## src/rtl/psa_pkg.sv

```systemverilog
`default_nettype none
// ==========================================================
// Program space access constants
package psa_pkg;

  // Widths of addresses and data
  localparam int PSA_PA_W = 24;
  localparam int PSA_EA_W = 16;
  localparam int PSA_PAGE_W = 8;
  localparam int PSA_PC_W = 23;
  localparam int PSA_PWORD_W = 24;
  localparam int PSA_DWORD_W = 16;
  localparam int PSA_BYTE_W = 8;
  localparam int PSA_WIN_W = 15;

  // Field positions
  localparam int PSA_EA_MSB = 15;
  localparam int PSA_PAGE_CFG_BIT = 7;

  // Address step between program words
  localparam logic [23:0] PSA_PC_STEP = 24'h000002;

  // Fixed address bits
  localparam logic PSA_TOP_USER = 1'b0;
  localparam logic PSA_LSB_ZERO = 1'b0;
  localparam logic [7:0] PSA_ZERO_BYTE = 8'h00;

  // Byte enables of the low program word
  localparam logic [1:0] PSA_BE_BOTH = 2'h3;
  localparam logic [1:0] PSA_BE_LOW = 2'h1;
  localparam logic [1:0] PSA_BE_HIGH = 2'h2;
  localparam logic [1:0] PSA_BE_NONE = 2'h0;

  // Reset values of the page registers
  localparam logic [7:0] PSA_PAGE_RST = 8'h00;

  // Extra cycles of a window access
  localparam logic [1:0] PSA_EXTRA_NONE = 2'h0;
  localparam logic [1:0] PSA_EXTRA_SHORT = 2'h1;
  localparam logic [1:0] PSA_EXTRA_LONG = 2'h2;

  // Access kinds issued by the core
  typedef enum logic [2:0] {
    PSA_K_FETCH = 3'h0,
    PSA_K_TRD_LO = 3'h1,
    PSA_K_TRD_HI = 3'h2,
    PSA_K_TWR_LO = 3'h3,
    PSA_K_TWR_HI = 3'h4,
    PSA_K_DATA_RD = 3'h5,
    PSA_K_DATA_WR = 3'h6
  } psa_kind_t;

  // Sequencer states, one-hot
  typedef enum logic [4:0] {
    PSA_S_IDLE = 5'h01,
    PSA_S_ISSUE = 5'h02,
    PSA_S_CAPT = 5'h04,
    PSA_S_STRETCH = 5'h08,
    PSA_S_RESP = 5'h10
  } psa_state_t;

  // Extra cycles of a window access from its loop context
  function automatic logic [1:0] psa_psv_extra(input logic in_rep, input logic edge_iter,
                                               input logic short_op);
    if (in_rep)
    begin
      return edge_iter ? PSA_EXTRA_LONG : PSA_EXTRA_NONE;
    end
    return short_op ? PSA_EXTRA_SHORT : PSA_EXTRA_LONG;
  endfunction : psa_psv_extra

  // True for access kinds that are table operations
  function automatic logic psa_is_table(input psa_kind_t k);
    return (k == PSA_K_TRD_LO) || (k == PSA_K_TRD_HI) ||
           (k == PSA_K_TWR_LO) || (k == PSA_K_TWR_HI);
  endfunction : psa_is_table

endpackage : psa_pkg
`default_nettype wire

```

## src/rtl/psa_access_top.sv

```systemverilog
// Functional notes
// Program space is 4M words, reached by a 24-bit address.
// Successive program words sit two addresses apart.
// User accesses stay below 0x800000; table page bit 7 picks config space.
// Address bit 23 is zero except for table access to config space.
// Table address is table page above the 16-bit effective address.
// Word low table read returns program bits 15:0.
// Byte low table read returns byte 0 or byte 1 by byte select.
// Word high table read returns bits 23:16 with upper byte zero.
// Byte high table read returns bits 23:16, or zero on select one.
// Upper program byte reachable only by high table read and write.
// Window access needs address bit 15 and the visibility enable.
// Upper 32 Kbytes of data map onto the selected 16K-word page.
// Window address: visibility page above the low 15 address bits.
// Window reads return only the low 16 bits of the word.
// Upper half of data space is always X space.
// Table operations never use the window mapping.
// Short ops through the window outside a loop take one extra cycle.
// Other window accesses outside a loop take two extra cycles.
// Loop edge and interrupt iterations take two extra cycles.
// Other loop iterations take no extra cycles.
// Without the enable, upper addresses go to data memory, no delay.
`timescale 1ns/1ps
`default_nettype none
// ==========================================================
// Program space address construction and data access
module psa_access_top (
  input wire logic clock, // Core instruction clock
  input wire logic reset, // Synchronous reset, active high
  input wire logic table_page_we, // Load table_page_reg
  input wire logic [7:0] table_page_wdata, // New table page
  input wire logic visibility_page_we, // Load visibility_page_reg
  input wire logic [7:0] visibility_page_wdata, // New visibility page
  input wire logic program_visibility_enable, // Window enable from core_control_reg
  input wire logic req_valid, // Access request
  input wire logic [2:0] req_kind, // Access kind
  input wire logic req_byte, // Byte sized access
  input wire logic [15:0] req_ea, // Effective address
  input wire logic [22:0] req_pc, // Program counter
  input wire logic [15:0] req_wdata, // Write data
  input wire logic req_short_op, // Move, double move or prefetch op
  input wire logic req_in_repeat, // Executed inside a repeat loop
  input wire logic req_rep_edge, // First, last or interrupt iteration
  output logic req_ready, // Ready for a request
  output logic rsp_valid, // Access complete
  output logic [15:0] rsp_data, // Read data
  output logic [23:0] pm_addr, // Program memory address
  output logic pm_rd, // Program memory read strobe
  output logic [1:0] pm_wr_lo, // Low word byte write enables
  output logic pm_wr_hi, // High byte write enable
  output logic [23:0] pm_wdata, // Program memory write data
  input wire logic [23:0] pm_rdata, // Program memory read data
  output logic [15:0] dm_addr, // Data memory address
  output logic dm_rd, // Data memory read strobe
  output logic dm_wr, // Data memory write strobe
  output logic dm_byte, // Data memory byte access
  output logic [15:0] dm_wdata, // Data memory write data
  input wire logic [15:0] dm_rdata, // Data memory read data
  output logic x_space, // Access lies in X space upper half
  output logic psv_active, // Access served through the window
  output logic [23:0] next_pc_addr, // Address of the following word
  output logic [7:0] table_page, // table_page_reg value
  output logic [7:0] visibility_page // visibility_page_reg value
);

  // ==========================================================
  // State
  psa_pkg::psa_state_t state_r, state_nxt;
  psa_pkg::psa_kind_t kind_r, kind_nxt;
  logic [7:0] tpage_r, tpage_nxt;
  logic [7:0] vpage_r, vpage_nxt;
  logic byte_r, byte_nxt;
  logic sel_r, sel_nxt;
  logic [1:0] extra_r, extra_nxt;
  logic ready_r, ready_nxt;
  logic rsp_valid_r, rsp_valid_nxt;
  logic [15:0] rsp_data_r, rsp_data_nxt;
  logic [23:0] pm_addr_r, pm_addr_nxt;
  logic pm_rd_r, pm_rd_nxt;
  logic [1:0] pm_wr_lo_r, pm_wr_lo_nxt;
  logic pm_wr_hi_r, pm_wr_hi_nxt;
  logic [23:0] pm_wdata_r, pm_wdata_nxt;
  logic [15:0] dm_addr_r, dm_addr_nxt;
  logic dm_rd_r, dm_rd_nxt;
  logic dm_wr_r, dm_wr_nxt;
  logic dm_byte_r, dm_byte_nxt;
  logic [15:0] dm_wdata_r, dm_wdata_nxt;
  logic x_space_r, x_space_nxt;
  logic psv_r, psv_nxt;
  logic [23:0] next_pc_r, next_pc_nxt;

  logic take;
  logic is_data;
  logic hit_psv;
  logic stretch_zero;
  logic [15:0] ext_data;
  psa_pkg::psa_kind_t req_k;

  assign req_k = psa_pkg::psa_kind_t'(req_kind);
  assign take = (state_r == psa_pkg::PSA_S_IDLE) && req_valid;
  assign is_data = (req_k == psa_pkg::PSA_K_DATA_RD) || (req_k == psa_pkg::PSA_K_DATA_WR);
  // Window decode skips table kinds entirely
  assign hit_psv = is_data && req_ea[psa_pkg::PSA_EA_MSB] && program_visibility_enable;

  // ==========================================================
  // Submodules
  psa_extract u_extract (
    .kind(kind_r),
    .byte_op(byte_r),
    .byte_sel(sel_r),
    .from_pgm(psv_r),
    .pword(pm_rdata),
    .dword(dm_rdata),
    .data(ext_data)
  );

  psa_stretch #(.W(2)) u_stretch (
    .clock(clock),
    .reset(reset),
    .load(state_r == psa_pkg::PSA_S_CAPT),
    .count(extra_r),
    .zero(stretch_zero)
  );

  // ==========================================================
  // Next state and outputs
  always_comb
  begin
    state_nxt = state_r;
    kind_nxt = kind_r;
    tpage_nxt = table_page_we ? table_page_wdata : tpage_r;
    vpage_nxt = visibility_page_we ? visibility_page_wdata : vpage_r;
    byte_nxt = byte_r;
    sel_nxt = sel_r;
    extra_nxt = extra_r;
    ready_nxt = ready_r;
    rsp_valid_nxt = 1'b0;
    rsp_data_nxt = rsp_data_r;
    pm_addr_nxt = pm_addr_r;
    pm_rd_nxt = 1'b0;
    pm_wr_lo_nxt = psa_pkg::PSA_BE_NONE;
    pm_wr_hi_nxt = 1'b0;
    pm_wdata_nxt = pm_wdata_r;
    dm_addr_nxt = dm_addr_r;
    dm_rd_nxt = 1'b0;
    dm_wr_nxt = 1'b0;
    dm_byte_nxt = dm_byte_r;
    dm_wdata_nxt = dm_wdata_r;
    x_space_nxt = x_space_r;
    psv_nxt = psv_r;
    next_pc_nxt = next_pc_r;
    case (state_r)
      psa_pkg::PSA_S_IDLE:
      begin
        if (take)
        begin
          state_nxt = psa_pkg::PSA_S_ISSUE;
          ready_nxt = 1'b0;
          kind_nxt = req_k;
          byte_nxt = req_byte;
          sel_nxt = req_ea[0];
          psv_nxt = hit_psv;
          x_space_nxt = is_data && req_ea[psa_pkg::PSA_EA_MSB];
          extra_nxt = hit_psv ? psa_pkg::psa_psv_extra(req_in_repeat, req_rep_edge,
                                                       req_short_op)
                              : psa_pkg::PSA_EXTRA_NONE;
          case (req_k)
            psa_pkg::PSA_K_FETCH:
            begin
              // User fetch keeps bit 23 and bit 0 clear
              pm_addr_nxt = {psa_pkg::PSA_TOP_USER, req_pc[22:1], psa_pkg::PSA_LSB_ZERO};
              next_pc_nxt = {psa_pkg::PSA_TOP_USER, req_pc[22:1], psa_pkg::PSA_LSB_ZERO}
                            + psa_pkg::PSA_PC_STEP;
              pm_rd_nxt = 1'b1;
            end
            psa_pkg::PSA_K_TRD_LO, psa_pkg::PSA_K_TRD_HI:
            begin
              // Page bit 7 lands on address bit 23 and picks config space
              pm_addr_nxt = {tpage_r, req_ea};
              pm_rd_nxt = 1'b1;
            end
            psa_pkg::PSA_K_TWR_LO:
            begin
              pm_addr_nxt = {tpage_r, req_ea};
              pm_wdata_nxt = {psa_pkg::PSA_ZERO_BYTE, req_wdata};
              pm_wr_lo_nxt = psa_pkg::PSA_BE_BOTH;
              if (req_byte)
              begin
                pm_wdata_nxt = {psa_pkg::PSA_ZERO_BYTE, req_wdata[7:0], req_wdata[7:0]};
                pm_wr_lo_nxt = req_ea[0] ? psa_pkg::PSA_BE_HIGH : psa_pkg::PSA_BE_LOW;
              end
            end
            psa_pkg::PSA_K_TWR_HI:
            begin
              // Only path that writes the upper program byte
              pm_addr_nxt = {tpage_r, req_ea};
              pm_wdata_nxt = {req_wdata[7:0], psa_pkg::PSA_ZERO_BYTE, psa_pkg::PSA_ZERO_BYTE};
              pm_wr_hi_nxt = !(req_byte && req_ea[0]);
            end
            default:
            begin
              if (hit_psv)
              begin
                // Window: page above the low 15 address bits
                pm_addr_nxt = {psa_pkg::PSA_TOP_USER, vpage_r,
                               req_ea[psa_pkg::PSA_WIN_W-1:0]};
                pm_rd_nxt = (req_k == psa_pkg::PSA_K_DATA_RD);
              end
              else
              begin
                dm_addr_nxt = req_ea;
                dm_byte_nxt = req_byte;
                dm_wdata_nxt = req_wdata;
                dm_rd_nxt = (req_k == psa_pkg::PSA_K_DATA_RD);
                dm_wr_nxt = (req_k == psa_pkg::PSA_K_DATA_WR);
              end
            end
          endcase
        end
      end
      psa_pkg::PSA_S_ISSUE:
      begin
        state_nxt = psa_pkg::PSA_S_CAPT;
      end
      psa_pkg::PSA_S_CAPT:
      begin
        rsp_data_nxt = ext_data;
        state_nxt = psa_pkg::PSA_S_STRETCH;
      end
      psa_pkg::PSA_S_STRETCH:
      begin
        if (stretch_zero)
        begin
          state_nxt = psa_pkg::PSA_S_RESP;
          rsp_valid_nxt = 1'b1;
        end
      end
      psa_pkg::PSA_S_RESP:
      begin
        state_nxt = psa_pkg::PSA_S_IDLE;
        ready_nxt = 1'b1;
      end
      default:
      begin
        state_nxt = psa_pkg::PSA_S_IDLE;
        ready_nxt = 1'b1;
      end
    endcase
  end

  // ==========================================================
  // Registers
  always_ff @(posedge clock)
  begin
    if (reset)
    begin
      state_r <= psa_pkg::PSA_S_IDLE;
      kind_r <= psa_pkg::PSA_K_FETCH;
      tpage_r <= psa_pkg::PSA_PAGE_RST;
      vpage_r <= psa_pkg::PSA_PAGE_RST;
      byte_r <= 1'b0;
      sel_r <= 1'b0;
      extra_r <= psa_pkg::PSA_EXTRA_NONE;
      ready_r <= 1'b1;
      rsp_valid_r <= 1'b0;
      rsp_data_r <= '0;
      pm_addr_r <= '0;
      pm_rd_r <= 1'b0;
      pm_wr_lo_r <= psa_pkg::PSA_BE_NONE;
      pm_wr_hi_r <= 1'b0;
      pm_wdata_r <= '0;
      dm_addr_r <= '0;
      dm_rd_r <= 1'b0;
      dm_wr_r <= 1'b0;
      dm_byte_r <= 1'b0;
      dm_wdata_r <= '0;
      x_space_r <= 1'b0;
      psv_r <= 1'b0;
      next_pc_r <= '0;
    end
    else
    begin
      state_r <= state_nxt;
      kind_r <= kind_nxt;
      tpage_r <= tpage_nxt;
      vpage_r <= vpage_nxt;
      byte_r <= byte_nxt;
      sel_r <= sel_nxt;
      extra_r <= extra_nxt;
      ready_r <= ready_nxt;
      rsp_valid_r <= rsp_valid_nxt;
      rsp_data_r <= rsp_data_nxt;
      pm_addr_r <= pm_addr_nxt;
      pm_rd_r <= pm_rd_nxt;
      pm_wr_lo_r <= pm_wr_lo_nxt;
      pm_wr_hi_r <= pm_wr_hi_nxt;
      pm_wdata_r <= pm_wdata_nxt;
      dm_addr_r <= dm_addr_nxt;
      dm_rd_r <= dm_rd_nxt;
      dm_wr_r <= dm_wr_nxt;
      dm_byte_r <= dm_byte_nxt;
      dm_wdata_r <= dm_wdata_nxt;
      x_space_r <= x_space_nxt;
      psv_r <= psv_nxt;
      next_pc_r <= next_pc_nxt;
    end
  end

  // Output wiring
  assign req_ready = ready_r;
  assign rsp_valid = rsp_valid_r;
  assign rsp_data = rsp_data_r;
  assign pm_addr = pm_addr_r;
  assign pm_rd = pm_rd_r;
  assign pm_wr_lo = pm_wr_lo_r;
  assign pm_wr_hi = pm_wr_hi_r;
  assign pm_wdata = pm_wdata_r;
  assign dm_addr = dm_addr_r;
  assign dm_rd = dm_rd_r;
  assign dm_wr = dm_wr_r;
  assign dm_byte = dm_byte_r;
  assign dm_wdata = dm_wdata_r;
  assign x_space = x_space_r;
  assign psv_active = psv_r;
  assign next_pc_addr = next_pc_r;
  assign table_page = tpage_r;
  assign visibility_page = vpage_r;

  // ==========================================================
  // Checks
  AST_FETCH_ADDR: assert property (@(posedge clock) disable iff (reset)
    take && req_k == psa_pkg::PSA_K_FETCH |=> pm_rd && pm_addr[22:1] == $past(req_pc[22:1]))
    else $error("fetch address not built from program counter");

  AST_PC_STEP: assert property (@(posedge clock) disable iff (reset)
    pm_rd && kind_r == psa_pkg::PSA_K_FETCH |-> next_pc_addr == pm_addr + psa_pkg::PSA_PC_STEP)
    else $error("next word address not two ahead");

  AST_BIT23_CLEAR: assert property (@(posedge clock) disable iff (reset)
    (pm_rd || pm_wr_hi) && !psa_pkg::psa_is_table(kind_r) |-> !pm_addr[23] && !pm_wr_hi)
    else $error("bit 23 set outside table access");

  AST_TABLE_ADDR: assert property (@(posedge clock) disable iff (reset)
    take && psa_pkg::psa_is_table(req_k) |=> pm_addr == {$past(tpage_r), $past(req_ea)})
    else $error("table address not page over effective address");

  AST_TRD_LO_WORD: assert property (@(posedge clock) disable iff (reset)
    state_r == psa_pkg::PSA_S_CAPT && kind_r == psa_pkg::PSA_K_TRD_LO && !byte_r
    |=> rsp_data == $past(pm_rdata[15:0]))
    else $error("low table word read mismatch");

  AST_TRD_HI_ZERO: assert property (@(posedge clock) disable iff (reset)
    state_r == psa_pkg::PSA_S_CAPT && kind_r == psa_pkg::PSA_K_TRD_HI
    |=> rsp_data[15:8] == 8'h00 && (byte_r && sel_r || rsp_data[7:0] == $past(pm_rdata[23:16])))
    else $error("high table read not zero extended");

  AST_PSV_ROUTE: assert property (@(posedge clock) disable iff (reset)
    take && req_k == psa_pkg::PSA_K_DATA_RD && hit_psv
    |=> pm_rd && !dm_rd && pm_addr == {1'b0, $past(vpage_r), $past(req_ea[14:0])})
    else $error("window read not routed to program memory");

  AST_NO_PSV: assert property (@(posedge clock) disable iff (reset)
    take && req_k == psa_pkg::PSA_K_DATA_RD && !program_visibility_enable
    |=> dm_rd && !pm_rd ##3 rsp_valid)
    else $error("disabled window access misrouted or delayed");

  AST_X_SPACE: assert property (@(posedge clock) disable iff (reset)
    take && is_data && req_ea[15] |=> x_space)
    else $error("upper data half not flagged as X space");

  AST_SHORT_STRETCH: assert property (@(posedge clock) disable iff (reset)
    take && hit_psv && !req_in_repeat && req_short_op |-> !rsp_valid [*5] ##1 rsp_valid)
    else $error("short window op not stretched by one");

  AST_LONG_STRETCH: assert property (@(posedge clock) disable iff (reset)
    take && hit_psv && !req_in_repeat && !req_short_op |-> ##5 !rsp_valid ##1 rsp_valid)
    else $error("window op not stretched by two");

  AST_LOOP_EDGE: assert property (@(posedge clock) disable iff (reset)
    take && hit_psv && req_in_repeat && req_rep_edge |-> ##6 rsp_valid)
    else $error("loop edge iteration not stretched by two");

  AST_LOOP_BODY: assert property (@(posedge clock) disable iff (reset)
    take && hit_psv && req_in_repeat && !req_rep_edge |-> ##4 rsp_valid)
    else $error("loop body iteration stretched");

endmodule : psa_access_top
`default_nettype wire

```

## src/rtl/psa_extract.sv

```systemverilog
`timescale 1ns/1ps
`default_nettype none
// ==========================================================
// Read data extraction for table and window reads
module psa_extract (
  input wire logic [2:0] kind, // Access kind
  input wire logic byte_op, // Byte sized access
  input wire logic byte_sel, // Byte select, low address bit
  input wire logic from_pgm, // Data read served by program memory
  input wire logic [23:0] pword, // Program word read
  input wire logic [15:0] dword, // Data word read
  output logic [15:0] data // Extracted data
);

  logic [15:0] src;

  // Lane selection per kind
  always_comb
  begin
    src = from_pgm ? pword[15:0] : dword;
    data = src;
    case (kind)
      psa_pkg::PSA_K_TRD_LO:
      begin
        data = pword[15:0];
        if (byte_op)
        begin
          data = {psa_pkg::PSA_ZERO_BYTE, byte_sel ? pword[15:8] : pword[7:0]};
        end
      end
      psa_pkg::PSA_K_TRD_HI:
      begin
        data = {psa_pkg::PSA_ZERO_BYTE, pword[23:16]};
        if (byte_op && byte_sel)
        begin
          data = {psa_pkg::PSA_ZERO_BYTE, psa_pkg::PSA_ZERO_BYTE};
        end
      end
      psa_pkg::PSA_K_DATA_RD:
      begin
        if (byte_op)
        begin
          data = {psa_pkg::PSA_ZERO_BYTE, byte_sel ? src[15:8] : src[7:0]};
        end
      end
      default:
      begin
        data = src;
      end
    endcase
  end

endmodule : psa_extract
`default_nettype wire

```

## src/rtl/psa_stretch.sv

```systemverilog
`timescale 1ns/1ps
`default_nettype none
// ==========================================================
// Down counter that holds the sequencer for extra cycles
module psa_stretch #(
  parameter int W = 2 // Counter width
) (
  input wire logic clock, // Core clock
  input wire logic reset, // Synchronous reset
  input wire logic load, // Load a new count
  input wire logic [W-1:0] count, // Extra cycles to wait
  output logic zero // Count exhausted
);

  logic [W-1:0] cnt_r;
  logic [W-1:0] cnt_nxt;

  // Next count
  always_comb
  begin
    cnt_nxt = cnt_r;
    if (load)
    begin
      cnt_nxt = count;
    end
    else if (cnt_r != '0)
    begin
      cnt_nxt = cnt_r - W'(1);
    end
  end

  // Count register
  always_ff @(posedge clock)
  begin
    if (reset)
    begin
      cnt_r <= '0;
    end
    else
    begin
      cnt_r <= cnt_nxt;
    end
  end

  assign zero = (cnt_r == '0);

endmodule : psa_stretch
`default_nettype wire

```

## config.mk

```make
export PLATFORM = sky130hd
export DESIGN_NAME = psa_access_top
export DESIGN_NICKNAME = d
export VERILOG_FILES = /design/src/rtl/psa_pkg.sv /design/src/rtl/psa_access_top.sv /design/src/rtl/psa_extract.sv /design/src/rtl/psa_stretch.sv
export SDC_FILE = /design/constraint.sdc
export NUM_CORES = 1
export LEC_CHECK = 0
export ABC_AREA = 1
export BUFFER_PORTS_ARGS = -buffer_cell sky130_fd_sc_hd__buf_2
export CORE_MARGIN = 5
export CORE_UTILIZATION = 25
export CTS_CLUSTER_SIZE = 28
export DETAILED_ROUTE_END_ITERATION = 6
export PLACE_DENSITY = 0.52
export SYNTH_ARGS = -nofsm -noshare
export SYNTH_HDL_FRONTEND = slang
export SYNTH_SLANG_ARGS = --single-unit
```

## constraint.sdc

```tcl
create_clock -name clock -period 1.6 [get_ports clock]
set_input_delay 0.24 -clock clock [delete_from_list [all_inputs] [get_ports clock]]
set_output_delay 0.24 -clock clock [all_outputs]
set_load 0.01 [all_outputs]
```

# After elaboration in Yosys (flattened, before gate mapping)
# Cells that the tools add are included.
# Widths: inputs -> output; s select.
dict set report word_totals {
  elab_cells 110
  mem_bits_rw 0
  output_inout_bits 147
  reg_bits 161
  input_bits 124
  memories 0
  latch_bits 0
  rom_bits 0
}
dict set report classes {
  n_div 0
  n_eq_ne 15
  bitwise 8
  mul 0
  n_reduce_logical 30
  n_addsub 2
  order_cmp 0
  mux 31
  shift 0
}
# op n
set op_table {}
lappend op_table {{$pmux 24 s2} 2}
lappend op_table {{$mux 16} 4}
lappend op_table {{$pmux 16 s3} 1}
lappend op_table {{$add 23x2->24 const B} 1}
lappend op_table {{$mux 24} 1}
lappend op_table {{$mux 8} 3}
lappend op_table {{$pmux 5 s4} 1}
lappend op_table {{$mux 2} 9}
lappend op_table {{$eq 3x3->1 const B} 4}
lappend op_table {{$reduce_or 4->1} 3}
lappend op_table {{$mux 5} 2}
lappend op_table {{$eq 3x2->1 const B} 3}
lappend op_table {{$reduce_and 3->1} 3}
lappend op_table {{$reduce_or 3->1} 3}
lappend op_table {{$reduce_or 9->1} 1}
lappend op_table {{$not 1->1} 8}
lappend op_table {{$eq 3x1->1 const B} 2}
lappend op_table {{$mux 1} 6}
lappend op_table {{$reduce_and 2->1} 3}
lappend op_table {{$reduce_bool 2->1} 3}
lappend op_table {{$eq 5x1->1 const B} 1}
lappend op_table {{$eq 5x2->1 const B} 1}
lappend op_table {{$eq 5x3->1 const B} 1}
lappend op_table {{$eq 5x4->1 const B} 1}
lappend op_table {{12 further kinds} 19}

# Longest topological paths before layout
# Gate-level depths: netlist of the first run.
dict set report depth {
  ltp_word 6
  mapped_depth 11
  mapped_depth_nobuf 9
}

# Cells and area by module
# Synthesis of the first run repeated with hierarchy kept, for this count alone.
dict set report hier_totals {
  cells_unflattened 1138
  hier_area_um2 7669.9
}
# module cells_per_inst instances area_each_um2 seq_area_each_um2
set by_module_without_submodules {}
lappend by_module_without_submodules {psa_access_top 929 1 6591.3 3163.0}
lappend by_module_without_submodules {psa_extract 192 1 964.7 0.0}
lappend by_module_without_submodules {psa_stretch 17 1 113.9 40.0}

# Worst setup path after synthesis of the first run
# OpenSTA, ideal clock, no wires.
dict set report synth_timing {
  kind {register to register}
  startpoint {register state_r[0]}
  endpoint {register dm_addr_r[1] (netlist: dm_addr[1])}
  path_slack_ps 231
  arrival_ps 1253
  setup_ps 116
  synth_period_minus_slack_ps 1369
  path_stages_with_launch 11
  t_required_ps 1484
  n_path_buf 1
  path_cell_list {dfxtp_1 -> inv_1 -> nor2_2 -> nand2_1 -> nor2_2 -> nand2_4 -> nor2_8 -> inv_2 -> buf_4 -> nor2_1 -> nor2_1}
}
dict set report synth_via {
  elab_chain_len 3
}
# element line
set synth_rtl {}
lappend synth_rtl {{start: declaration} psa_access_top.sv:68} ;# psa_pkg::psa_state_t state_r, state_nxt;
lappend synth_rtl {{start signal: assignment} psa_access_top.sv:257} ;# state_r <= psa_pkg::PSA_S_IDLE;
lappend synth_rtl {{start signal: assignment} psa_access_top.sv:283} ;# state_r <= state_nxt;
lappend synth_rtl {{$eq 5x1->1 *} {psa_access_top.sv:100, psa_access_top.sv:152}}
lappend synth_rtl {{$logic_and 1x1->1} psa_access_top.sv:100} ;# assign take = (state_r == psa_pkg::PSA_S_IDLE) && req_valid;
lappend synth_rtl {{$reduce_and 4->1 (no line) *} -}
lappend synth_rtl {{end signal: assignment} psa_access_top.sv:298} ;# dm_addr_r <= dm_addr_nxt;
lappend synth_rtl {{end: declaration} psa_access_top.sv:83} ;# logic [15:0] dm_addr_r, dm_addr_nxt;
# Mark *: on every way between the ends. The rest lies on a longest branch, timed or not.
# A chain may end at the register's enable or synchronous reset.

# Worst setup path in the final report of the first run
dict set report layout_timing {
  startpoint {register state_r[0]}
  endpoint {register next_pc_r[19] (netlist: next_pc_addr[19])}
}
dict set report layout_via {
  elab_chain_len 3
}
# element line
set layout_rtl {}
lappend layout_rtl {{$eq 5x1->1 *} {psa_access_top.sv:100, psa_access_top.sv:152}}
lappend layout_rtl {{$logic_and 1x1->1} psa_access_top.sv:100}
lappend layout_rtl {{$reduce_and 3->1 (no line) *} -}
lappend layout_rtl {{end signal: assignment} psa_access_top.sv:305} ;# next_pc_r <= next_pc_nxt;
lappend layout_rtl {{end: declaration} psa_access_top.sv:90} ;# logic [23:0] next_pc_r, next_pc_nxt;
# Marks and branches as above.

==> impl_metrics.env, run 1 <==
export IMPL_seq_power_share_pct=42.0
export IMPL_worst_hold_slack_ns=0.0266
export IMPL_cts_tree="done"
export IMPL_combinationalPowerShare_pct=18.4
export IMPL_syn_area_per_cell_um2=6.60
export IMPL_rsz0062_at_grt="true"
export IMPL_fillers=3354
export IMPL_crit_path_max_incr_delay_ns=0.33
export IMPL_slew_headroom_pct=61.4
export IMPL_syn_to_final_growth_pct=37.3
export IMPL_reg2reg_to="next_pc_addr[19]$_SDFFE_PP0P_"
export IMPL_final_core_utilization_pct=34.5
export IMPL_ff2ff_setup_slack_ns=0.06
export IMPL_clk_latency_ns=0.43
export IMPL_postCtsHoldBufs=0
export IMPL_cp_cell_sequence="inv_2 > nor2_4 > nand3_2 > nor2_4 > buf_12 > nand2_2 > inv_2 > buf_12 > nand3_1 > nand2_1 > inv_1"
export IMPL_slowest_stage="dfxtp_2"
export IMPL_cp_max_fo=17
export IMPL_grt_pass1_wl_mm=44.3
export IMPL_ctsRootBufferMaster="clkbuf_16"
export IMPL_crit_cells=11
export IMPL_synth_yosys_warnings=0
export IMPL_io_pins=271
export IMPL_place_ws_ns=0.00390
export IMPL_die_x_um=185
export IMPL_outcome="finished, final reports clean"
export IMPL_crit_arrival_ns=1.88
export IMPL_worstMarginPinSlew_ns=0.578
export IMPL_max_freq_mhz=649
export IMPL_grt_overflow=0
export IMPL_hpwl_mm=21.8
export IMPL_place_gp_congestion=0.895
export IMPL_drive_gt1_share_pct=28.2
export IMPL_finalInstanceArea_mm2=0.0105
export IMPL_viasPerCell=4.41
export IMPL_core_area_mm2=0.0303
export IMPL_clkTransAtPathRegs_ns=0.07
export IMPL_fin_skew_ns=0.0129
export IMPL_rows=64
export IMPL_path_buf_inv=5
export IMPL_fin_crit_ns=1.54
export IMPL_antenna_found_initial=5
export IMPL_ys_types=37
export IMPL_drv_slew=0
export IMPL_worst_slack_ns=0.0585
export IMPL_endpoint_kind="flip-flop"
export IMPL_maxCapViolCount=0
export IMPL_post_drt_wl_per_cell_um=15.4
export IMPL_worstReg2RegStart="state_r[0]$_SDFFE_PP1P_"
export IMPL_firstDrtPassIters=5
export IMPL_synth_edf_count=0
export IMPL_power_switching_mw=3.05
export IMPL_cellPowerDensity_mw_per_mm2=986
export IMPL_intPower_mw=7.27
export IMPL_setup_tns_ns=0
export IMPL_ys_ff_latch=160
export IMPL_grt_pass1_vias=8003
export IMPL_fin_crit_sh_pct=96.3
export IMPL_setup_violations=0
export IMPL_port_buffers=268
export IMPL_nNetsFinal=1572
export IMPL_synth_fp_nets=1281
export IMPL_seq_area_frac_synth_pct=42.0
export IMPL_wl_mm=28.6
export IMPL_drcViolationCount=0
export IMPL_max_vdd_ir_drop_mv=0.617
export IMPL_critPathTopFamily="simple AND/OR/NAND/NOR gates"
export IMPL_cp_startpoint="state_r[0]$_SDFFE_PP1P_"
export IMPL_grtUsageTotal_pct=16.5
export IMPL_postPlaceCellArea_mm2=0.00969
export IMPL_power_frac_clock_pct=39.6
export IMPL_netlist_instances=1155
export IMPL_cp_data_required_time_ns=1.94
export IMPL_die_area_mm2=0.0341
export IMPL_htree_levels=4
export IMPL_worstSetupPathType="reg -> reg"
export IMPL_p_leak_nw=5.18
export IMPL_grt_max_degree=66
export IMPL_start_util_pct=25.1
export IMPL_drt_iter0_drc=506
export IMPL_hold_viol=0
export IMPL_hold_class="in -> reg"
export IMPL_ys_flop_type="dfxtp_1"
export IMPL_ant_nets=0
export IMPL_rr_worst_depth=11
export IMPL_synth_async_sr_flop_share_pct=0
export IMPL_cts_path_max_buffers=2
export IMPL_cts_buffers_inserted=17
export IMPL_switching_share_pct=29.6
export IMPL_clock_sinks=160
export IMPL_crit_path_end="next_pc_addr[19]$_SDFFE_PP0P_"
export IMPL_crit_path_start_kind="flip-flop"
export IMPL_via_count=8210
export IMPL_fp_dieH_um=185
export IMPL_syn_cell_area_mm2=0.00762
## power by group through the flow
stage                     registers (mW)  clock network (mW)  logic, mW
final                               4.34                4.08       1.90
after global routing                4.37                4.38       2.11
after CTS                           4.34                4.20       1.82
after detailed placement            4.42                   0       1.81
after global placement              4.42                   0       1.80
after floorplan                     4.50                   0      0.906
## layer usage
metal / wire [µm] / GRT usage, % / up-vias
li1: - / - / 4250
met1: 12900 / 21.8 / 3667
met2: 13100 / 26.3 / 257
met3: 2050 / 4.42 / 34
met4: 551 / 5.00 / 2
met5: 13 / 0 / -
## worst min path at each step
stage	startpoint	to	slack, ns	cells past startpoint
2_1_floorplan	reset	state_r[1]$_SDFFE_PP0P_	0.34	1
5_1_grt	table_page_wdata[6]	table_page[6]$_SDFFE_PP0P_	0.008	3
4_1_cts	visibility_page_wdata[5]	visibility_page[5]$_SDFFE_PP0P_	0.003	3
3_3_place_gp	dm_addr[0]$_SDFFE_PP0P_	dm_addr[0]$_SDFFE_PP0P_	0.45	2
6_report	visibility_page_wdata[3]	visibility_page[3]$_SDFFE_PP0P_	0.03	3
3_5_place_dp	extra_r[0]$_SDFFE_PP0P_	extra_r[0]$_SDFFE_PP0P_	0.45	2
## per-stage QoR
step | std cells | total power, mW
floorplan | 1155 | 5.40
global placement | 1815 | 6.22
detailed placement | 1815 | 6.23
CTS | 1847 | 10.4
global route | 1859 | 10.9
finish | 1860 | 10.3
## layout by cell type, fill, tap and decap left out, drive strengths merged
master,instances
ha,2
a21oi,66
nor4,2
clkinv,4
nand4,6
o21ai,112
o21a,2
bufinv,2
nand3,60
xnor2,6
clkinvlp,7
nor2,229
a211oi,1
diode,5
inv,79
nand3b,1
clkbuf,20
buf,322
nand2,357
a31oi,8
and3,1
nor3,4
dfxtp,160
xor2,7
conb,1
## cell usage after synthesis (6+ instances only)
library cell | number | share of area (%)
clkbuf_1 | 18 | 0.89
xor2_1 | 7 | 0.80
nor2_1 | 209 | 10
nand2_1 | 347 | 17
a31oi_1 | 8 | 0.66
inv_1 | 70 | 3.4
xnor2_1 | 6 | 0.69
buf_4 | 12 | 1.2
buf_2 | 15 | 0.99
inv_2 | 7 | 0.35
dfxtp_1 | 160 | 42
o21ai_0 | 108 | 7.1
nand4_1 | 6 | 0.49
nor2_2 | 16 | 1.3
nand3_1 | 57 | 3.7
a21oi_1 | 66 | 4.3
nand2_2 | 8 | 0.66
## worst reg2reg max path: stages, from the launching register on
cell	delay (ns)
dfxtp_2	0.33
inv_2	0.05
nor2_4	0.12
nand3_2	0.12
nor2_4	0.15
buf_12	0.14
nand2_2	0.07
inv_2	0.10
buf_12	0.15
nand3_1	0.12
nand2_1	0.08
inv_1	0.03
## logic make-up after synthesis
| group | count (synthesis) | synth area share (%) |
|---|---|---|
| other cells | 1 | 0.0492 |
| buf+inv | 130 | 7.47 |
| simple gates | 660 | 35.8 |
| fa+ha+maj | 2 | 0.328 |
| compound gates | 189 | 12.8 |
| flops | 160 | 42.0 |
| xor+xnor | 13 | 1.49 |
## repair_timing
item / in CTS / in global routing
pin swaps: 0 / 9
gates resized for setup: 2 / 33
endpoints found under the setup margin: 24 / 74
hold endpoints to repair: 0 / 0
cloned: 0 / 1
buffers inserted: 0 / 7
## layout make-up
type / count / area (µm²) / share of cell area [%]
Antenna cell: 5 / 12.5 / 0.120
Clock buffer: 19 / 433 / 4.14
Clock inverter: 13 / 140 / 1.34
Inverter: 79 / 299 / 2.86
Multi-Input combinational cell: 865 / 3900 / 37.3
Sequential cell: 160 / 3210 / 30.6
Tap cell: 396 / 495 / 4.74
Timing Repair Buffer: 323 / 1970 / 18.9
Power figures use the tool's default switching activity.
==> inputs of run 2 (changes only) <==
Settings changed: ABC_AREA 1 to default.
==> impl_metrics.env, run 2 <==
export IMPL_worstSetupPathType="reg -> reg"
export IMPL_yosysMostFrequentCell="dfxtp_1"
export IMPL_synth_top_area_share_pct=41.7
export IMPL_crit_arrival_ns=2.08
export IMPL_postPlaceCellArea_mm2=0.0103
export IMPL_drcViolationCount=0
export IMPL_grtUsageTotal_pct=16.7
export IMPL_core_area_mm2=0.0305
export IMPL_cts_path_max_buffers=2
export IMPL_via_count=8253
export IMPL_yosysTopAreaCell="dfxtp_1"
export IMPL_hold_viol=0
export IMPL_worst_slack_ns=-0.166
export IMPL_finalInstanceArea_mm2=0.0118
export IMPL_clkTransAtPathRegs_ns=0.07
export IMPL_setup_violations=127
export IMPL_grt_overflow=0
export IMPL_cts_buffers_inserted=17
export IMPL_ys_flop_type="dfxtp_1"
export IMPL_crit_path_max_incr_delay_ns=0.53
export IMPL_cp_max_fo=11
export IMPL_ant_nets=0
export IMPL_synth_async_sr_flop_share_pct=0
export IMPL_start_util_pct=25.2
export IMPL_drive_gt1_share_pct=46.5
export IMPL_grt_pass1_vias=7920
export IMPL_cp_data_required_time_ns=1.91
export IMPL_crit_path_start_kind="flip-flop"
export IMPL_worst_hold_slack_ns=0.0537
export IMPL_syn_cell_area_mm2=0.00769
export IMPL_ys_ff_latch=160
export IMPL_synth_fp_nets=1035
export IMPL_io_pins=271
export IMPL_nNetsFinal=1368
export IMPL_antenna_cells=0
export IMPL_hpwl_mm=21.9
export IMPL_final_cell_mix="buf_2 (268), dfxtp_1 (159), buf_4 (83)"
export IMPL_fp_dieH_um=185
export IMPL_fin_skew_ns=0.0175
export IMPL_p_leak_nw=4.85
export IMPL_hold_class="in -> reg"
export IMPL_firstDrtPassIters=5
export IMPL_slowest_stage="or4b_4"
export IMPL_grt_pass1_wl_mm=45.1
export IMPL_die_x_um=185
export IMPL_syn_to_final_growth_pct=53.0
export IMPL_fin_crit_sh_pct=110
export IMPL_seq_area_frac_synth_pct=41.7
export IMPL_viasPerCell=5.00
export IMPL_finalNonFillerCells=1651
export IMPL_cp_cell_sequence="or4b_4 > buf_6 > nor3_4 > buf_12 > buf_4 > and4_1 > nor3_1"
export IMPL_postCtsHoldBufs=0
export IMPL_endpoint_kind="flip-flop"
export IMPL_wl_mm=30.7
export IMPL_rows=64
export IMPL_grt_max_degree=44
export IMPL_htree_levels=4
export IMPL_netlist_top_cells_count="dfxtp_1 (160), a21oi_1 (93), nor2_1 (84), nand3_1 (69), clkbuf_1 (61)"
export IMPL_path_buf_inv=3
export IMPL_max_freq_mhz=566
export IMPL_place_ws_ns=-0.232
export IMPL_synth_yosys_warnings=0
export IMPL_violations="setup timing"
export IMPL_clock_sinks=160
export IMPL_ys_types=61
export IMPL_syn_area_per_cell_um2=8.46
export IMPL_cts_tree="done"
export IMPL_rsz0062_at_grt="true"
export IMPL_drv_slew=0
export IMPL_synth_area_leaders="dfxtp_1 (42%), a21oi_1 (6.1%), mux2i_1 (5.5%)"
export IMPL_post_drt_wl_per_cell_um=18.6
export IMPL_antenna_found_initial=6
export IMPL_setup_tns_ns=-12.58
export IMPL_cellPowerDensity_mw_per_mm2=905
export IMPL_maxCapViolCount=0
export IMPL_port_buffers=268
export IMPL_netlist_instances=909
export IMPL_fillers=3117
export IMPL_place_gp_congestion=0.841
export IMPL_clk_latency_ns=0.43
export IMPL_ctsRootBufferMaster="clkbuf_16"
export IMPL_final_common_cell="buf_2"
export IMPL_fin_crit_ns=1.77
export IMPL_synth_edf_count=0
export IMPL_outcome="finished with violations"
export IMPL_max_vdd_ir_drop_mv=0.741
export IMPL_die_area_mm2=0.0344
export IMPL_dpl_cell_count=1595
export IMPL_drt_iter0_drc=338
export IMPL_critPathTopFamily="simple AND/OR/NAND/NOR gates"
run 2: final timing paths:
check | endpoint | cells past startpoint | slack [ns] | start
setup / recovery | next_pc_addr[21]$_SDFFE_PP0P_ | 7 | -0.17 | state_r[2]$_SDFFE_PP0P_
hold reg to reg | x_space$_SDFFE_PP0P_ | 2 | 0.46 | x_space$_SDFFE_PP0P_
setup reg to reg | next_pc_addr[21]$_SDFFE_PP0P_ | 7 | -0.17 | state_r[2]$_SDFFE_PP0P_
hold / removal | visibility_page[7]$_SDFFE_PP0P_ | 3 | 0.05 | visibility_page_wdata[7]
run 2: layout make-up:
class | count | area, µm² | area share (%)
multi-input combinational | 654 | 4690 | 39.8
sequential | 160 | 3200 | 27.2
timing repair buffer | 398 | 2750 | 23.4
tap | 396 | 495 | 4.21
clock buffer | 18 | 429 | 3.65
clock inverter | 14 | 154 | 1.31
inverter | 11 | 41.3 | 0.351
run 2: routing by layer:
| layer | vias to the layer above | share of wire (%) | GRT usage (%) | routed length [µm] |
|---|---|---|---|---|
| met2 | 233 | 47 | 26.5 | 14400 |
| li1 | 4004 | - | - | - |
| met3 | 38 | 7.8 | 5.64 | 2380 |
| met4 | 10 | 1.8 | 3.90 | 541 |
| met5 | - | 0.18 | 0 | 56 |
| met1 | 3968 | 43 | 21.9 | 13300 |
run 2: where the power goes:
part           switching (mW)  leakage [nW]  total, mW  internal [mW]
sequential              0.128          1.30       4.30           4.17
combinational            1.22          3.27       2.22           1.00
clock                    1.81         0.278       4.13           2.33
total                    3.15          4.85       10.6           7.49
run 2: logic make-up after synthesis:
logic type      synth area share (%)
compound gates                  22.4
xor+xnor                        1.48
fa+ha+maj                      0.325
buf+inv                         5.50
flops                           41.7
mux                             8.25
other cells                   0.0488
simple gates                    20.3
run 2: stage by stage:
step / util, % / power (mW)
5_1_grt: 38.5 / 11.2
4_1_cts: 37.0 / 10.6
6_report: 38.5 / 10.6
3_3_place_gp: 33.6 / 6.25
3_5_place_dp: 33.6 / 6.27
2_1_floorplan: - / 5.38
run 2: worst register-to-register path, stage by stage (launching register included):
cell	delay, ns
dfxtp_1	0.31
or4b_4	0.53
buf_6	0.15
nor3_4	0.15
buf_12	0.17
buf_4	0.13
and4_1	0.17
nor3_1	0.05
run 2: repair_timing:
action | CTS | global route
pin swaps | 15 | 38
gates resized for setup | 59 | 96
endpoints found under the setup margin | 133 | 138
buffers inserted | 7 | 9
cloned | 5 | 5
==> inputs of run 3 (changes only) <==
Settings changed: SKIP_LAST_GASP from default to 1.
==> impl_metrics.env, run 3 (same netlist as run 2, synthesis figures left out) <==
export IMPL_violations="setup timing"
export IMPL_cp_cell_sequence="buf_6 > buf_6 > nor4b_4 > buf_4 > o211ai_1 > buf_4 > buf_12 > a22oi_2 > nor2_1"
export IMPL_power_mw=10.6
export IMPL_viasPerCell=5.00
export IMPL_drt_iter0_drc=368
export IMPL_dpl_cell_count=1595
export IMPL_dr_wl_met2_mm=14.4
export IMPL_port_buffers=268
export IMPL_cp_data_required_time_ns=1.90
export IMPL_grt_pass1_wl_mm=45.0
export IMPL_postPlaceCellArea_mm2=0.0103
export IMPL_rsz0062_at_grt="true"
export IMPL_start_util_pct=25.2
export IMPL_drive_gt1_share_pct=46.5
export IMPL_final_core_utilization_pct=38.6
export IMPL_cp_startpoint="state_r[3]$_SDFFE_PP0P_"
export IMPL_setup_violations=129
export IMPL_drv_slew=0
export IMPL_top_layer="met5"
export IMPL_hold_viol=0
export IMPL_finalInstanceArea_mm2=0.0118
export IMPL_syn_to_final_growth_pct=53.2
export IMPL_max_freq_mhz=566
export IMPL_core_area_mm2=0.0305
export IMPL_final_cell_mix="buf_2 (268), dfxtp_1 (159), buf_4 (89)"
export IMPL_finalNonFillerCells=1652
export IMPL_wl_met3_mm=2.43
export IMPL_min_from="visibility_page_wdata[7]"
export IMPL_cts_path_max_buffers=2
export IMPL_postCtsHoldBufs=0
export IMPL_clkTransAtPathRegs_ns=0.07
export IMPL_max_vdd_ir_drop_mv=0.744
export IMPL_crit_arrival_ns=2.07
export IMPL_antenna_cells=0
export IMPL_io_pins=271
export IMPL_p_leak_nw=4.87
export IMPL_cts_tree="done"
export IMPL_worst_slack_ns=-0.165
export IMPL_fin_crit_ns=1.77
export IMPL_cellPowerDensity_mw_per_mm2=904
export IMPL_cts_buffers_inserted=17
export IMPL_wl_met1_mm=13.3
export IMPL_hold_class="in -> reg"
export IMPL_fin_skew_ns=0.0141
export IMPL_worstSetupPathType="reg -> reg"
export IMPL_outcome="finished with violations"
export IMPL_wl_mm=30.7
export IMPL_firstDrtPassIters=5
export IMPL_grt_max_degree=44
export IMPL_crit_path_start_kind="flip-flop"
export IMPL_htree_levels=4
export IMPL_crit_path_max_incr_delay_ns=0.33
export IMPL_fillers=3119
export IMPL_worstReg2RegStart="state_r[3]$_SDFFE_PP0P_"
export IMPL_clock_sinks=160
export IMPL_fp_dieH_um=185
export IMPL_endpoint_kind="flip-flop"
export IMPL_grt_pass1_vias=7903
export IMPL_grtUsageTotal_pct=16.6
export IMPL_clk_latency_ns=0.42
export IMPL_slowest_stage="dfxtp_2"
export IMPL_ctsRootBufferMaster="clkbuf_16"
export IMPL_cp_max_fo=6
export IMPL_die_area_mm2=0.0344
export IMPL_via_count=8255
export IMPL_post_drt_wl_per_cell_um=18.6
export IMPL_hpwl_mm=21.9
export IMPL_rows=64
export IMPL_maxCapViolCount=0
export IMPL_nNetsFinal=1369
export IMPL_place_gp_congestion=0.841
export IMPL_fin_crit_sh_pct=110
export IMPL_drcViolationCount=0
export IMPL_final_common_cell="buf_2"
export IMPL_ant_nets=0
export IMPL_antenna_found_initial=6
export IMPL_grt_overflow=0
export IMPL_die_x_um=185
## run 3: cell types whose count changed in the layout (fill, tap and decap cells not counted), sizes merged
cell	delta
buf	+1
## run 3: routing by layer
layer / vias to the layer above / global-route usage (%)
li1: 4005 / -
met1: 3947 / 21.8
met2: 252 / 26.5
met3: 41 / 5.64
met4: 10 / 3.90
met5: - / 0
## run 3: layout make-up
| class | instances | area, µm² | share of cell area (%) |
|---|---|---|---|
| Clock buffer | 18 | 429 | 3.64 |
| Clock inverter | 14 | 154 | 1.31 |
| Tap cell | 396 | 495 | 4.21 |
| Sequential cell | 160 | 3200 | 27.2 |
| Multi-Input combinational cell | 654 | 4700 | 39.9 |
| Timing Repair Buffer | 399 | 2760 | 23.4 |
| Inverter | 11 | 41.3 | 0.351 |
## run 3: repair_timing
item | in CTS | in global routing
hold endpoints to repair | 0 | 0
resized for setup | 50 | 101
gates cloned | 5 | 5
endpoints found under the setup margin | 133 | 139
pin swaps | 15 | 39
buffers inserted | 7 | 10
## run 3: path summary, 6_finish.rpt
path / end / slack [ns] / cells after the start
max: pm_wdata[19]$_SDFFE_PP0P_ / -0.17 / 9
min: visibility_page[7]$_SDFFE_PP0P_ / 0.05 / 3
max reg2reg: pm_wdata[19]$_SDFFE_PP0P_ / -0.17 / 9
min reg2reg: x_space$_SDFFE_PP0P_ / 0.46 / 2
## run 3: report_power, final
| group | internal (mW) | leakage, nW | total [mW] | switching [mW] |
|---|---|---|---|---|
| Sequential | 4.17 | 1.30 | 4.30 | 0.130 |
| Combinational | 0.999 | 3.29 | 2.21 | 1.21 |
| Clock | 2.33 | 0.278 | 4.13 | 1.81 |
## run 3: per-stage QoR
stage / setup WS (ns) / setup TNS, ns / hold WS [ns]
after global routing: -0.270 / -23.16 / 0.0393
after global placement: -0.252 / -18.85 / 0.437
after CTS: -0.171 / -10.79 / 0.0282
final: -0.165 / -12.98 / 0.0531
after detailed placement: -0.232 / -16.18 / 0.445
after floorplan: -0.254 / -20.46 / 0.334
## run 3: worst max-delay path, delay by kind of cell (launching register included)
kind / cells / cell delay, ns
compound gates: 2 / 0.29
flops: 1 / 0.33
buf+inv: 5 / 0.78
simple gates: 2 / 0.25
